### config.mk
export PLATFORM = sky130hd
export DESIGN_NAME = iosp_top
export DESIGN_NICKNAME = d
export VERILOG_FILES = /design/src/iosp_pkg.sv /design/src/iosp_pwm.sv /design/src/iosp_buf_mem.sv /design/src/iosp_top.sv
export SDC_FILE = /design/constraint.sdc
export NUM_CORES = 2
export LEC_CHECK = 0
export ABC_AREA = 1
export BUFFER_PORTS_ARGS = -buffer_cell sky130_fd_sc_hd__buf_4
export CAP_MARGIN = 20
export CELL_PAD_IN_SITES_DETAIL_PLACEMENT = 0
export CELL_PAD_IN_SITES_GLOBAL_PLACEMENT = 1
export CORE_ASPECT_RATIO = 1.25
export CORE_MARGIN = 4
export CORE_UTILIZATION = 50
export CTS_CLUSTER_DIAMETER = 100
export CTS_CLUSTER_SIZE = 25
export DETAILED_ROUTE_END_ITERATION = 6
export GPL_TIMING_DRIVEN = 0
export HOLD_SLACK_MARGIN = 0.05
export PLACE_DENSITY = 0.89
export SYNTH_ARGS = -nofsm -noshare
export SYNTH_HDL_FRONTEND = slang
export SYNTH_SLANG_ARGS = --single-unit
### constraint.sdc
create_clock -name core_clk -period 6.1 [get_ports core_clk]
set_clock_uncertainty 0.1 [all_clocks]
set_input_delay 0 -clock core_clk [delete_from_list [all_inputs] [get_ports core_clk]]
set_output_delay 0 -clock core_clk [all_outputs]
set_load 0.01 [all_outputs]
### src/iosp_pkg.sv
package iosp_pkg;

  //////////////////////////////////////////////////////////////////////////
  // timing
  localparam int CLK_PERIOD_NS = 10;
  localparam int MS_NS = 1000000;
  localparam int MS_CYC = MS_NS / CLK_PERIOD_NS;
  localparam int PWM_PERIOD_NS = 64000;
  localparam int PWM_PERIOD_CYC = PWM_PERIOD_NS / CLK_PERIOD_NS;
  localparam int PWM_STEPS = 'h3ff;
  // least spacing the host keeps between sample transmissions
  localparam int TX_SPACING_MS = 20;

  //////////////////////////////////////////////////////////////////////////
  // sizes and limits
  localparam int IO_LINES = 8;
  localparam int ADC_CH = 6;
  localparam int ADC_BITS = 10;
  localparam int LEVEL_BITS = 10;
  localparam int BUF_BYTES = 93;
  localparam int BUF_AW = 7;
  localparam logic [7:0] MAX_SAMPLES = 8'h2e;
  localparam logic [7:0] MIN_SAMPLES = 8'h01;
  localparam logic [2:0] PIN_FN_RST = 3'h0;
  localparam logic [2:0] PIN_FN_PWM = 3'h2;
  localparam logic [7:0] OUT_LEVEL_RST = 8'h00;

  //////////////////////////////////////////////////////////////////////////
  // reply encoding
  localparam logic [7:0] ASCII_CR = 8'h0d;
  localparam logic [7:0] ASCII_O = 8'h4f;
  localparam logic [7:0] ASCII_K = 8'h4b;
  localparam logic [7:0] API_START = 8'h7e;
  localparam logic [7:0] API_LEN_HI = 8'h00;
  localparam logic [7:0] CKSUM_BASE = 8'hff;
  // frame type codes: arbitrary values
  localparam logic [7:0] API_TYPE_OK = 8'h01;
  localparam logic [7:0] API_TYPE_DATA = 8'h02;
  localparam logic [7:0] OK_PAYLOAD_LEN = 8'h03;
  localparam logic [7:0] DATA_HDR_LEN = 8'h04;
  localparam logic [7:0] FORCED_COUNT = 8'h01;
  localparam logic [2:0] DIGITS_COUNT = 3'h2;
  localparam logic [2:0] DIGITS_MASK = 3'h4;
  localparam logic [2:0] DIGITS_DIO = 3'h2;
  localparam logic [2:0] DIGITS_ADC = 3'h3;

  typedef enum logic [5:0] {
    ST_IDLE = 6'h01,
    ST_CONV = 6'h02,
    ST_STORE = 6'h04,
    ST_EMIT = 6'h08,
    ST_DUMP = 6'h10,
    ST_FWD = 6'h20
  } iosp_state_t;

  function automatic logic [7:0] hexAscii(input logic [3:0] nib);
    logic [7:0] wide;
    wide = {4'h0, nib};
    hexAscii = (nib < 4'ha) ? wide + 8'h30 : wide + 8'h37;
  endfunction : hexAscii

endpackage : iosp_pkg

### src/iosp_pwm.sv
`timescale 1ns/1ps
module iosp_pwm #(
  parameter int STEPS = iosp_pkg::PWM_STEPS,
  parameter int LW = iosp_pkg::LEVEL_BITS
) (
  input wire logic core_clk,
  input wire logic rst_n,
  input wire logic stepTick,
  input wire logic enable,
  input wire logic [LW-1:0] level,
  output logic pwmOut
);
  import iosp_pkg::*;

  logic [LW-1:0] phase_q;

  always_ff @(posedge core_clk or negedge rst_n) begin
    if (!rst_n) begin
      phase_q <= '0;
    end else if (stepTick) begin
      phase_q <= (phase_q == LW'(STEPS - 1)) ? '0 : phase_q + 1'b1;
    end
  end

  // full scale never drops: phase stops one below it
  always_ff @(posedge core_clk or negedge rst_n) begin
    if (!rst_n) begin
      pwmOut <= 1'b0;
    end else begin
      pwmOut <= enable && (phase_q < level);
    end
  end

endmodule : iosp_pwm

### src/iosp_buf_mem.sv
`timescale 1ns/1ps
module iosp_buf_mem #(
  parameter int WIDTH = 8,
  parameter int DEPTH = iosp_pkg::BUF_BYTES,
  parameter int AW = iosp_pkg::BUF_AW
) (
  input wire logic core_clk,
  input wire logic rst_n,
  input wire logic we,
  input wire logic [AW-1:0] wAddr,
  input wire logic [WIDTH-1:0] wData,
  input wire logic re,
  input wire logic [AW-1:0] rAddr,
  output logic [WIDTH-1:0] rData
);
  import iosp_pkg::*;

  logic [WIDTH-1:0] mem [DEPTH];

  always_ff @(posedge core_clk) begin
    if (we) begin
      mem[wAddr] <= wData;
    end
  end

  always_ff @(posedge core_clk or negedge rst_n) begin
    if (!rst_n) begin
      rData <= '0;
    end else if (re) begin
      rData <= mem[rAddr];
    end
  end

endmodule : iosp_buf_mem

### src/iosp_top.sv
// Behaviour
// command changes levels of output lines
// eight-bit level map, output lines only
// nonzero interval samples enabled lines periodically
// host keeps transmissions 20 ms apart
// one-sample transmit may slip interval timing
// force command samples lines, replies serially
// transparent reply: ASCII lines, extra CR
// framed mode: OK frame, then data frame
// collect 1 to 0xFF samples before transmit; the code caps the count at MAX_SAMPLES (46)
// analog sample done after all channels
// 93 byte buffer, at most 46 samples
// stay awake until samples gathered
// forward received I/O packets when enabled
// host selects PWM function before first level
// 64 us period of 1023 steps
// duty proportional to level
// host selects PWM function for second output
// zero interval disables periodic sampling
`timescale 1ns/1ps
module iosp_top #(
  parameter int MS_CYCLES = iosp_pkg::MS_CYC
) (
  input wire logic core_clk,
  input wire logic rst_n,
  input wire logic commandMode,
  input wire logic outputLevelWrite,
  input wire logic [iosp_pkg::IO_LINES-1:0] outputLevelData,
  input wire logic [iosp_pkg::IO_LINES-1:0] lineIsOutput,
  output logic [iosp_pkg::IO_LINES-1:0] digitalLinesOut,
  output logic [iosp_pkg::IO_LINES-1:0] digitalLinesOe,
  input wire logic [iosp_pkg::IO_LINES-1:0] digitalLinesIn,
  input wire logic [iosp_pkg::IO_LINES-1:0] digitalEnable,
  input wire logic [iosp_pkg::ADC_CH-1:0] analogEnable,
  input wire logic [15:0] sampleInterval,
  input wire logic [7:0] samplesPerTransmit,
  input wire logic forceSampleCmd,
  input wire logic [1:0] framedApiSelect,
  input wire logic sleepEnable,
  output logic stayAwake,
  output logic adcStart,
  output logic [2:0] adcChannel,
  input wire logic adcDone,
  input wire logic [iosp_pkg::ADC_BITS-1:0] adcData,
  output logic serValid,
  output logic [7:0] serData,
  input wire logic serReady,
  input wire logic receivedIoForwardEnable,
  input wire logic rxIoValid,
  input wire logic [7:0] rxIoData,
  input wire logic rxIoLast,
  output logic rxIoReady,
  output logic radioValid,
  output logic [7:0] radioData,
  output logic radioLast,
  output logic [7:0] radioCount,
  input wire logic radioReady,
  input wire logic [2:0] firstPwmPinFunction,
  input wire logic [2:0] secondPwmPinFunction,
  input wire logic applyChanges,
  input wire logic exitCommandMode,
  input wire logic [iosp_pkg::LEVEL_BITS-1:0] pwmFirstLevel,
  input wire logic [iosp_pkg::LEVEL_BITS-1:0] pwmSecondLevel,
  output logic pwmOutputFirst,
  output logic pwmOutputSecond
);
  import iosp_pkg::*;

  localparam int MSW = $clog2(MS_CYCLES);

  iosp_state_t state_q;
  logic [MSW-1:0] msCnt_q;
  logic [15:0] intCnt_q;
  logic due_q, forcePend_q, forced_q, apiMode_q;
  logic [IO_LINES-1:0] sync1_q, sync2_q, sync3_q, digStable_q;
  logic [IO_LINES-1:0] outLevel_q, dio_q, dioMask_q;
  logic [7:0] adcMask_q;
  logic [ADC_BITS-1:0] adcList_q [8];
  logic [2:0] chIdx_q, nAdc_q, dig_q;
  logic convBusy_q, reading_q, loaded_q, apiFrame_q;
  logic [4:0] wk_q;
  logic [BUF_AW-1:0] wrPtr_q, rdPtr_q;
  logic [7:0] count_q, sum_q;
  logic [3:0] fld_q;
  logic [5:0] bIdx_q;
  logic [12:0] pwmAcc_q;
  logic [2:0] fn1Applied_q, fn2Applied_q;

  //////////////////////////////////////////////////////////////////////////
  // timebases
  logic msTick, dueSet, startForced, startPeriodic, pwmStep;
  logic [13:0] pwmAccSum;
  assign msTick = (msCnt_q == MSW'(MS_CYCLES - 1));
  // zero interval idle
  assign dueSet = msTick && (sampleInterval != 16'h0000) &&
                  (intCnt_q >= sampleInterval - 16'h0001);
  assign startForced = (state_q == ST_IDLE) && forcePend_q;
  assign startPeriodic = (state_q == ST_IDLE) && !forcePend_q && due_q;
  assign pwmAccSum = {1'b0, pwmAcc_q} + 14'(PWM_STEPS);
  // fractional step divider
  assign pwmStep = (pwmAccSum >= 14'(PWM_PERIOD_CYC));

  always_ff @(posedge core_clk or negedge rst_n) begin
    if (!rst_n) begin
      msCnt_q <= '0;
      intCnt_q <= 16'h0000;
      pwmAcc_q <= 13'h0000;
    end else begin
      msCnt_q <= msTick ? '0 : msCnt_q + 1'b1;
      pwmAcc_q <= pwmStep ? 13'(pwmAccSum - 14'(PWM_PERIOD_CYC))
                          : pwmAccSum[12:0];
      // interval in ms units
      if (sampleInterval == 16'h0000 || dueSet) begin
        intCnt_q <= 16'h0000;
      end else if (msTick) begin
        intCnt_q <= intCnt_q + 16'h0001;
      end
    end
  end

  // a request landing on its own clear is kept
  always_ff @(posedge core_clk or negedge rst_n) begin
    if (!rst_n) begin
      due_q <= 1'b0;
      forcePend_q <= 1'b0;
    end else begin
      // late sample waits, interval count keeps its period
      if (dueSet) begin
        due_q <= 1'b1;
      end else if (startPeriodic) begin
        due_q <= 1'b0;
      end
      // force request
      if (forceSampleCmd) begin
        forcePend_q <= 1'b1;
      end else if (startForced) begin
        forcePend_q <= 1'b0;
      end
    end
  end

  //////////////////////////////////////////////////////////////////////////
  // pins, output levels, PWM
  logic [IO_LINES-1:0] agree;
  assign agree = ~(sync2_q ^ sync3_q);

  always_ff @(posedge core_clk or negedge rst_n) begin
    if (!rst_n) begin
      sync1_q <= '0;
      sync2_q <= '0;
      sync3_q <= '0;
      digStable_q <= '0;
      outLevel_q <= OUT_LEVEL_RST;
      fn1Applied_q <= PIN_FN_RST;
      fn2Applied_q <= PIN_FN_RST;
    end else begin
      sync1_q <= digitalLinesIn;
      sync2_q <= sync1_q;
      sync3_q <= sync2_q;
      digStable_q <= (sync3_q & agree) | (digStable_q & ~agree);
      // command-mode level write
      // bitmap hits output lines only
      if (outputLevelWrite && commandMode) begin
        outLevel_q <= (outputLevelData & lineIsOutput) |
                      (outLevel_q & ~lineIsOutput);
      end
      // pin function takes effect on apply
      // same for second output
      if (applyChanges || exitCommandMode) begin
        fn1Applied_q <= firstPwmPinFunction;
        fn2Applied_q <= secondPwmPinFunction;
      end
    end
  end

  assign digitalLinesOut = outLevel_q;
  assign digitalLinesOe = lineIsOutput;

  // duty from level compare
  iosp_pwm u_pwm_first (
    .core_clk(core_clk),
    .rst_n(rst_n),
    .stepTick(pwmStep),
    .enable(fn1Applied_q == PIN_FN_PWM),
    .level(pwmFirstLevel),
    .pwmOut(pwmOutputFirst)
  );

  iosp_pwm u_pwm_second (
    .core_clk(core_clk),
    .rst_n(rst_n),
    .stepTick(pwmStep),
    .enable(fn2Applied_q == PIN_FN_PWM),
    .level(pwmSecondLevel),
    .pwmOut(pwmOutputSecond)
  );

  //////////////////////////////////////////////////////////////////////////
  // sample byte layout, shared by buffer and framed reply
  logic dioEn, memWe, memRe, slotFree, fieldIsEnd, fieldSkip;
  logic [4:0] sampleBytes, selIdx, adj, payIdx;
  logic [7:0] sampleByte, effTarget, countNext, apiLen, payload, frameByte;
  logic [7:0] txtByte;
  logic [ADC_BITS-1:0] selAdc;
  logic [3:0] adcSel, nibble;
  logic [2:0] fieldDigits, nibPos;
  logic [15:0] fieldVal;
  logic [7:0] memRData;

  assign dioEn = |dioMask_q;
  assign sampleBytes = (dioEn ? 5'h02 : 5'h00) + {1'b0, nAdc_q, 1'b0};
  assign payIdx = 5'(bIdx_q - 6'h03);
  assign selIdx = (state_q == ST_STORE) ? wk_q : payIdx - 5'h04;
  assign adj = dioEn ? selIdx : selIdx + 5'h02;
  assign selAdc = adcList_q[3'(adj[4:1] - 4'h1)];
  // two bytes per conversion
  assign sampleByte = (adj < 5'h02) ? (adj[0] ? dio_q : 8'h00) :
                      (adj[0] ? selAdc[7:0] : {6'h00, selAdc[9:8]});

  // transmit threshold
  // capped at 46 samples
  assign effTarget = (samplesPerTransmit < MIN_SAMPLES) ? MIN_SAMPLES :
                     (samplesPerTransmit > MAX_SAMPLES) ? MAX_SAMPLES :
                     samplesPerTransmit;
  assign countNext = count_q + 8'h01;
  assign memWe = (state_q == ST_STORE) && (wk_q < sampleBytes);
  assign memRe = (state_q == ST_DUMP) && !reading_q && !loaded_q &&
                 (rdPtr_q != wrPtr_q);

  iosp_buf_mem u_buf (
    .core_clk(core_clk),
    .rst_n(rst_n),
    .we(memWe),
    .wAddr(wrPtr_q),
    .wData(sampleByte),
    .re(memRe),
    .rAddr(rdPtr_q),
    .rData(memRData)
  );

  // transparent text fields: count, mask, dio, adc..., closing CR
  assign adcSel = fld_q - 4'h3;
  assign fieldIsEnd = (fld_q >= 4'h3) && (adcSel >= {1'b0, nAdc_q});
  assign fieldSkip = (fld_q == 4'h2) && !dioEn;
  assign fieldDigits = (fld_q == 4'h0) ? DIGITS_COUNT :
                       (fld_q == 4'h1) ? DIGITS_MASK :
                       (fld_q == 4'h2) ? DIGITS_DIO :
                       fieldIsEnd ? 3'h0 : DIGITS_ADC;
  assign fieldVal = (fld_q == 4'h0) ? {8'h00, FORCED_COUNT} :
                    (fld_q == 4'h1) ? {2'h0, adcMask_q[5:0], dioMask_q} :
                    (fld_q == 4'h2) ? {8'h00, dio_q} :
                    {6'h00, adcList_q[adcSel[2:0]]};
  assign nibPos = fieldDigits - 3'h1 - dig_q;
  assign nibble = fieldVal[{nibPos[1:0], 2'b00} +: 4];
  assign txtByte = (dig_q < fieldDigits) ? hexAscii(nibble) : ASCII_CR;

  // framed reply: start, length, payload, checksum
  assign apiLen = apiFrame_q ? DATA_HDR_LEN + {3'h0, sampleBytes}
                             : OK_PAYLOAD_LEN;
  assign payload = !apiFrame_q ? ((payIdx == 5'h00) ? API_TYPE_OK :
                                  (payIdx == 5'h01) ? ASCII_O : ASCII_K) :
                   (payIdx == 5'h00) ? API_TYPE_DATA :
                   (payIdx == 5'h01) ? FORCED_COUNT :
                   (payIdx == 5'h02) ? {2'h0, adcMask_q[5:0]} :
                   (payIdx == 5'h03) ? dioMask_q : sampleByte;
  assign frameByte = (bIdx_q == 6'h00) ? API_START :
                     (bIdx_q == 6'h01) ? API_LEN_HI :
                     (bIdx_q == 6'h02) ? apiLen :
                     ({2'h0, bIdx_q} == apiLen + 8'h03) ? CKSUM_BASE - sum_q :
                     payload;

  //////////////////////////////////////////////////////////////////////////
  // sequencer
  assign slotFree = !serValid || serReady;
  assign adcStart = (state_q == ST_CONV) && adcMask_q[chIdx_q] && !convBusy_q;
  assign rxIoReady = (state_q == ST_FWD) && slotFree;
  assign radioValid = (state_q == ST_DUMP) && loaded_q;
  assign radioData = memRData;
  assign radioLast = (rdPtr_q + 1'b1 == wrPtr_q);
  // hold off sleep while a batch is open
  assign stayAwake = sleepEnable && (sampleInterval != 16'h0000) &&
                     ((count_q != 8'h00) || due_q ||
                      (state_q inside {ST_CONV, ST_STORE, ST_DUMP}));

  always_ff @(posedge core_clk or negedge rst_n) begin
    if (!rst_n) begin
      state_q <= ST_IDLE;
      {forced_q, apiMode_q, convBusy_q, reading_q, loaded_q} <= 5'h00;
      {apiFrame_q, serValid} <= 2'h0;
      {dio_q, dioMask_q, adcMask_q, serData, count_q, sum_q} <= 48'h0;
      {chIdx_q, nAdc_q, dig_q, adcChannel} <= 12'h000;
      {wk_q, fld_q, bIdx_q} <= 15'h0000;
      wrPtr_q <= '0;
      rdPtr_q <= '0;
      radioCount <= 8'h00;
      for (int i = 0; i < 8; i++) begin
        adcList_q[i] <= '0;
      end
    end else begin
      if (serReady) begin
        serValid <= 1'b0;
      end
      adcChannel <= chIdx_q;
      unique case (state_q)
        ST_IDLE: begin
          if (startForced || startPeriodic) begin
            // snapshot of enabled lines
            forced_q <= startForced;
            apiMode_q <= (framedApiSelect != 2'h0);
            dio_q <= digStable_q & digitalEnable;
            dioMask_q <= digitalEnable;
            adcMask_q <= {2'h0, analogEnable};
            {chIdx_q, nAdc_q, convBusy_q} <= 7'h00;
            {fld_q, dig_q, bIdx_q, apiFrame_q, sum_q} <= 22'h0;
            // OK frame goes out before sampling
            state_q <= (startForced && framedApiSelect != 2'h0) ?
                       ST_EMIT : ST_CONV;
          end else if (rxIoValid) begin
            state_q <= ST_FWD;
          end
        end
        ST_CONV: begin
          // sample complete after last channel
          if (chIdx_q == 3'(ADC_CH)) begin
            state_q <= forced_q ? ST_EMIT : ST_STORE;
            wk_q <= 5'h00;
            apiFrame_q <= apiMode_q;
          end else if (!adcMask_q[chIdx_q]) begin
            chIdx_q <= chIdx_q + 3'h1;
          end else if (!convBusy_q) begin
            convBusy_q <= 1'b1;
          end else if (adcDone) begin
            adcList_q[nAdc_q] <= adcData;
            nAdc_q <= nAdc_q + 3'h1;
            chIdx_q <= chIdx_q + 3'h1;
            convBusy_q <= 1'b0;
          end
        end
        ST_STORE: begin
          if (wk_q < sampleBytes) begin
            wk_q <= wk_q + 5'h01;
            wrPtr_q <= wrPtr_q + 1'b1;
          end else begin
            // send when count reached
            // or when the next sample won't fit
            count_q <= countNext;
            rdPtr_q <= '0;
            if (countNext >= effTarget ||
                {1'b0, wrPtr_q} + {3'h0, sampleBytes} > 8'(BUF_BYTES)) begin
              state_q <= ST_DUMP;
              radioCount <= countNext;
            end else begin
              state_q <= ST_IDLE;
            end
          end
        end
        ST_DUMP: begin
          if (loaded_q) begin
            if (radioReady) begin
              loaded_q <= 1'b0;
              rdPtr_q <= rdPtr_q + 1'b1;
            end
          end else if (reading_q) begin
            reading_q <= 1'b0;
            loaded_q <= 1'b1;
          end else if (rdPtr_q == wrPtr_q) begin
            wrPtr_q <= '0;
            count_q <= 8'h00;
            state_q <= ST_IDLE;
          end else begin
            reading_q <= 1'b1;
          end
        end
        ST_EMIT: begin
          if (slotFree && apiMode_q) begin
            // framed OK, then framed data
            serData <= frameByte;
            serValid <= 1'b1;
            if (bIdx_q >= 6'h03) begin
              sum_q <= sum_q + payload;
            end
            if ({2'h0, bIdx_q} == apiLen + 8'h03) begin
              bIdx_q <= 6'h00;
              sum_q <= 8'h00;
              state_q <= apiFrame_q ? ST_IDLE : ST_CONV;
            end else begin
              bIdx_q <= bIdx_q + 6'h01;
            end
          end else if (slotFree && fieldSkip) begin
            fld_q <= fld_q + 4'h1;
          end else if (slotFree) begin
            // hex digits, CR per field, final CR
            serData <= txtByte;
            serValid <= 1'b1;
            if (dig_q < fieldDigits) begin
              dig_q <= dig_q + 3'h1;
            end else if (fieldIsEnd) begin
              state_q <= ST_IDLE;
            end else begin
              fld_q <= fld_q + 4'h1;
              dig_q <= 3'h0;
            end
          end
        end
        ST_FWD: begin
          // pass or drop received I/O packet
          if (rxIoValid && slotFree) begin
            if (receivedIoForwardEnable) begin
              serData <= rxIoData;
              serValid <= 1'b1;
            end
            if (rxIoLast) begin
              state_q <= ST_IDLE;
            end
          end
        end
        default: begin
          state_q <= ST_IDLE;
        end
      endcase
    end
  end

endmodule : iosp_top

* Yosys cells after proc, flatten, opt, wreduce, memory -nomap -nowiden
Memories as Yosys holds them, arrays and structs flattened. A register that Yosys moved wholly into a read port is not among the register bits.
Index checks and enable logic that the tools add are counted.
** Storage, ports and cells
- Register bits :: 304
- RAM bits :: 744
- Output and inout port bits :: 51
- Logic and storage cells :: 396
- Memories kept :: 1
** Memories
- u_buf.mem :: depth 93, width 8, read ports 1, clocked after memory_dff 1, wr ports 1, line iosp_buf_mem.sv:18 : logic [WIDTH-1:0] mem [DEPTH];
** Cells by class
- Add/sub/neg operators :: 31
- Order comparisons :: 20
- Equal/unequal tests :: 56
- Shifts and indexed selects :: 1
- Muxes and demuxes :: 148
- Bitwise logic cells :: 17
- Reduce and logical (&&, ||, !) cells :: 74
** Operators with widths (number)
- 8-bit 2-to-1 mux :: 27
- 6-bit 2-to-1 mux :: 19
- 80-bit bitwise mux :: 1
- 10-bit 2-to-1 mux :: 8
- 7-bit 2-to-1 mux :: 10
- 10-bit binary-select mux with 3-bit select :: 2
- 3-bit 2-to-1 mux :: 17
- 8-bit one-hot mux with 2 select lines :: 3
- 8-bit AND :: 5
- 3-bit inequality test, second input constant :: 12
- 6-bit one-hot mux with 6 select lines :: 1
- 16-bit 2-to-1 mux :: 2
- 4-bit 2-to-1 mux :: 8
- 10-bit demux with 3-bit select :: 1
- 14-bit 2-to-1 mux :: 2
- 2-bit inequality test, second input constant :: 14
- 7-bit one-hot mux with 2 select lines :: 2
- 1-bit logical AND :: 25
- 5-bit 2-to-1 mux :: 5
- 5-bit AND reduction :: 5
- 1-bit 2-to-1 mux :: 24
- 8-bit NOT :: 3
- 10-bit by 1-bit adder with 10-bit output, second input constant :: 2
- 10-bit == test, second input constant :: 2
- 90 further kinds :: 147

* Depth between registers and ports, before layout
- Depth in word-level cells :: 23
- Mapped depth :: 35
- Mapped depth without buffers :: 34

* By module
A second synthesis with hierarchy kept.
** Second synthesis, totals
- Cells, all modules :: 5117
- Area, all modules :: 49979.2 um^2
** Modules (own cells, without submodules)
- iosp_buf_mem :: times used 1, cells each 2678, area an instance 31011.0 um^2, sequential area each 22541.6 um^2
- iosp_top :: times used 1, cells each 2197, area an instance 17209.0 um^2, sequential area each 7058.0 um^2
- iosp_pwm :: times used 2, cells each 121, area an instance 879.6 um^2, sequential area each 275.3 um^2

* Worst setup path after synthesis
No wires, ideal clock.
- Path kind :: reg2reg
- Start point :: reg bIdx_q[0]
- End point :: reg sum_q[7]
- Setup time :: 0.065 ns
- Arrival :: 4.587 ns
- Data required time :: 5.935 ns
- Slack :: 1.348 ns
- Cell stages (with the launch flop) :: 31
- Clock period less this slack :: 4.752 ns
- Cells stage by stage :: dfrtp_1 > inv_1 > ha_1 > inv_1 > nand2_1 > nand3_1 > nand2_2 > buf_2 > buf_6 > ha_1 > buf_2 > inv_1 > clkbuf_1 > nand3_1 > nand3_1 > nand3_1 > o211ai_2 > inv_2 > nand2_2 > nand3_2 > nand2_1 > nor2_1 > ha_1 > inv_1 > o21ai_0 > a21o_1 > a21oi_1 > xor2_1 > xor2_1 > nand3_1 > nand2_1
** Between the ends
- Longest elaborated chain between the ends :: 22
** Ends and longest elaborated chain
- from (decl) :: line iosp_top.sv:85 : logic [5:0] bIdx_q;
- from (signal assigned) :: line iosp_top.sv:387 : bIdx_q <= bIdx_q + 6'h01;
- 5-bit by 2-bit subtractor with 5-bit output (*) :: line iosp_top.sv:212 : assign payIdx = 5'(bIdx_q - 6'h03);
- 5-bit by 3-bit subtractor with 5-bit output (*) :: line iosp_top.sv:213 : assign selIdx = (state_q == ST_STORE) ? wk_q : payIdx - 5'h04;
- 5-bit 2-to-1 mux (*) :: line iosp_top.sv:213
- 5-bit by 2-bit adder with 5-bit output :: line iosp_top.sv:214 : assign adj = dioEn ? selIdx : selIdx + 5'h02;
- 5-bit 2-to-1 mux (*) :: line iosp_top.sv:214
- 3-bit by 1-bit subtractor with 3-bit output :: line iosp_top.sv:215 : assign selAdc = adcList_q[3'(adj[4:1] - 4'h1)];
- 3-bit NOT with 4-bit output (not written as such) :: line iosp_top.sv:215
- 10-bit binary-select mux with 3-bit select :: line iosp_top.sv:215
- (+4 left out)
- net sampleByte[4] :: line iosp_top.sv:202 : logic [7:0] sampleByte, effTarget, countNext, apiLen, payload, frameByte;
- (+2 left out)
- 8-bit 2-to-1 mux (*) :: line iosp_top.sv:263 : (payIdx == 5'h01) ? FORCED_COUNT :
- 8-bit 2-to-1 mux (*) :: line iosp_top.sv:262 : (payIdx == 5'h00) ? API_TYPE_DATA :
- 8-bit 2-to-1 mux (*) :: line iosp_top.sv:260 : assign payload = !apiFrame_q ? ((payIdx == 5'h00) ? API_TYPE_OK :
- 8-bit adder (*) :: line iosp_top.sv:380 : sum_q <= sum_q + payload;
- 8-bit 2-to-1 mux (*) :: line iosp_top.sv:379 : if (bIdx_q >= 6'h03) begin
- 8-bit 2-to-1 mux (*) :: line iosp_top.sv:382 : if ({2'h0, bIdx_q} == apiLen + 8'h03) begin
- 8-bit 2-to-1 mux (*) :: line iosp_top.sv:375 : if (slotFree && apiMode_q) begin
- 8-bit one-hot mux with 2 select lines (*) :: line iosp_top.sv:304 : unique case (state_q)
- to (signal assigned) :: line iosp_top.sv:380
- to (decl) :: line iosp_top.sv:83 : logic [7:0] count_q, sum_q;
Mark *: on every way through the listed nets, which the timed path passes. The rest lies on a longest branch. The select of a mux whose other input is x is not followed.
A chain may end at the register's enable or synchronous reset.

* Worst setup path after layout
- Start point :: reg bIdx_q[0]
- End point :: reg sum_q[7]
** Between the ends
- Longest elaborated chain between the ends :: 22
** Ends and longest elaborated chain (line)
- 5-bit by 2-bit subtractor with 5-bit output :: iosp_top.sv:212
- 5-bit by 3-bit subtractor with 5-bit output :: iosp_top.sv:213
- 5-bit 2-to-1 mux :: iosp_top.sv:213
- 5-bit by 2-bit adder with 5-bit output :: iosp_top.sv:214
- 5-bit 2-to-1 mux :: iosp_top.sv:214
- 3-bit by 1-bit subtractor with 3-bit output :: iosp_top.sv:215
- 3-bit NOT with 4-bit output (not written as such) :: iosp_top.sv:215
- 10-bit binary-select mux with 3-bit select :: iosp_top.sv:215
- (+6 left out)
- 8-bit 2-to-1 mux :: iosp_top.sv:263
- 8-bit 2-to-1 mux :: iosp_top.sv:262
- 8-bit 2-to-1 mux :: iosp_top.sv:260
- 8-bit adder :: iosp_top.sv:380
- 8-bit 2-to-1 mux :: iosp_top.sv:379
- 8-bit 2-to-1 mux :: iosp_top.sv:382
- 8-bit 2-to-1 mux :: iosp_top.sv:375
- 8-bit one-hot mux with 2 select lines :: iosp_top.sv:304
Several ways; a longest one is shown, not always the timed one. The select of a mux whose other input is x is not followed.

==> reports/metrics.cfg <==
[logic_synthesis]
synth_area_leaders = edfxtp_1 46%, dfrtp_1 16%, o21ai_0 7.1%
syn_avg_cell_area_sq_um = 10.3
synth_cell_types = 66
netlist_top_cells_count = 749 x nor2_1, 744 x edfxtp_1, 683 x o21ai_0
synth_warnings = 0
synth_ff_type = edfxtp_1
synth_most_common_cell = nor2_1
yosys.area.top_type = edfxtp_1
yosysSeqAreaShare_pct = 62.6
postSynth.asyncResetShare_pct = 29.5
synthesis.area_sq_um = 48200
synth_top_area_share_pct = 46.4
ys_ff_latch = 1056
synthCells = 4666
synth_edf_count = 744

[floorplan]
io_pins = 173
initial_utilization_pct = 50.3
die_w_um = 286
die_h_um = 355
placementRows = 127
core-area_sq_um = 95800
dieArea_sq_um = 101000

[sta]
setup_violations = 0
fmax_mhz = 177
rsz0062_at_grt = no
setup_ws_ps = 463
tns_ps = 0
max-slew-margin-rel_pct = 19.1
final_hold_viol_count = 0
fin_crit_sh_pct = 92.4
period_needed_ps = 5640
tightestPinTransition_ps = 1210
drv_slew = 0

[routing]
postRouteAntennaNets = 0
drt-initial-drc-count = 4894
routed_via_density = 5.99
vias = 38200
wl_per_cell_um = 24.8
first_pass_iters = 6
wirelength_um = 158000
drc_errors = 0

[global_route]
grt_pass1_vias = 37100
antenna_found_initial = 6
grt_usage_pct = 30.4
grt_pass1_wl_um = 232000
grt_max_degree = 124
grt_overflow = 0

[finish]
fillCellCount = 8169
nets = 5270
post-route-cell-area_sq_um = 54300
ff_latch_area_sq_um = 30200
syn_to_final_growth_pct = 12.6
layout-drive-gt1-share_pct = 7.68
multi_input_area_sq_um = 15700

[cts]
ctsHtreeMaxLevel = 2
path_clk_slew_ps = 110
worstSkewPairLatency_ps = 660
cts_root_buffer = clkbuf_16
cts_tree = done
cts_setup_buffers = 0
cts_inserted_buffers = 48
cts.sinks = 1056
ctsLongestPathBuffers = 3

[power_and_ir_drop]
cellPowerDensity_nw_per_um2 = 435
ir_drop_v = 0.000464
leakage_uw = 0.0204
total_power_uw = 23600

[worst_setup_path]
endpoint_kind = flop
worstReg2RegStart = bIdx_q[0]
cp_max_fo = 10
slowest_stage = dfrtp_1
rr_worst_depth = 30
worstSetupStartpointType = flop
r2r_slack_ps = 460
critPathRequiredTime_ps = 6610
reg2reg_to = sum_q[7]
cpPeakStageDelay_ps = 490
cp.arrival_ps = 6150
crit_type = flop to flop

[place]
io_buffer_count = 172
postPlaceCellArea_sq_um = 51400
finalWeightedCongestion = 1.03
hpwl_um = 110000
dp_worst_setup_slack_ps = 146

[worst_hold_path]
hold_path.class = input port to flop
holdCritStartpoint = digitalEnable[5]
hold_path_end = dio_q[5]
hold_depth = 4

[flow_run]
cap_violations = 0

[status]
status = finished clean

registers in the layout, indices dropped and copies added (netlist names), 10 cells and up, named ones only:
name                  count
intCnt_q                 16
adcList_q                80
u_buf.mem               744
u_pwm_first.phase_q      10
u_pwm_second.phase_q     10
msCnt_q                  17
pwmAcc_q                 13
worst max path at each step:
stage	startpoint	endpoint	cells past startpoint
floorplan	bIdx_q[0]	sum_q[7]	30
global placement	bIdx_q[0]	u_buf.mem[64][0]	18
detailed placement	fld_q[0]	serData[1]	28
CTS	fld_q[0]	serData[2]	26
global route	fld_q[0]	serData[1]	29
finish	bIdx_q[0]	sum_q[7]	30
kinds of logic after synthesis:
group                    Yosys count  share of synthesized area [%]
AO/OA/AOI/OAI                   1202                           14.0
XOR/XNOR                          76                           1.38
adder cells (fa/ha/maj)          111                           2.87
buffers and inverters            599                           4.94
flip-flops                      1056                           62.6
multiplexers                      15                          0.348
other                              1                        0.00778
AND/OR/NAND/NOR                 1606                           13.8
layer usage:
layer  wire (um)  GRT usage, %  share of wire [%]  up-vias
li1            -             -                  -    17100
met1       55500          36.9                 35    18400
met2       76700          51.5                 49     2188
met3       14300          4.67                9.1      514
met4       11300          18.3                7.2        2
met5          13             0             0.0082        -
report_power, final:
part | internal, uW | leakage (uW) | switching, uW
sequential | 9410 | 0.0109 | 232
combinational | 2550 | 0.00886 | 7630
clock | 1540 | 0.000664 | 2270
layout make-up:
type                       instances  area share, %
sequential                      1056           55.6
multi-input combinational       3012           28.9
timing repair buffer             329           5.59
tap                             1290           2.97
inverter                         354           2.48
clock buffer                      77           2.47
buffer                           244           1.93
clock inverter                     3         0.0761
antenna                            3         0.0138
worst max-delay path, delay by kind of cell, from the launching register on:
kind	cells	cell delay (ps)
compound gates	8	1190
xor+xnor	2	340
fa+ha+maj	3	990
buf+inv	6	1240
flops	1	490
simple gates	11	1200
stage by stage:
step,std cells,utilization [%],hold slack [ps]
after global placement,6129,53.3,10.2
final,6368,56.6,97.0
after floorplan,4667,-,-396
after CTS,6363,56.6,58.1
after detailed placement,6144,53.7,-54.1
after global routing,6366,56.6,119
cell usage in the layout, fill, tap and decap left out, types with 16 or more instances in the layout:
cell type / instances
nand2_1: 526
clkbuf_16: 49
nand3_1: 189
nand4_1: 32
a21oi_1: 120
buf_2: 33
buf_4: 185
nor3_1: 38
xor2_1: 54
xnor2_1: 21
dfrtp_1: 311
dlygate4sd3_1: 138
o211ai_1: 55
o21ai_1: 34
inv_1: 327
inv_2: 16
o22ai_1: 197
edfxtp_1: 744
nor2_1: 749
o21ai_0: 683
o221ai_1: 32
ha_1: 101
clkbuf_1: 215
what timing repair did:
action,CTS,global route
hold endpoints to repair,479,0
endpoints found under the setup margin,0,9
hold buffers,139,0
resized for setup,0,4
Power figures use the tool's default switching activity.
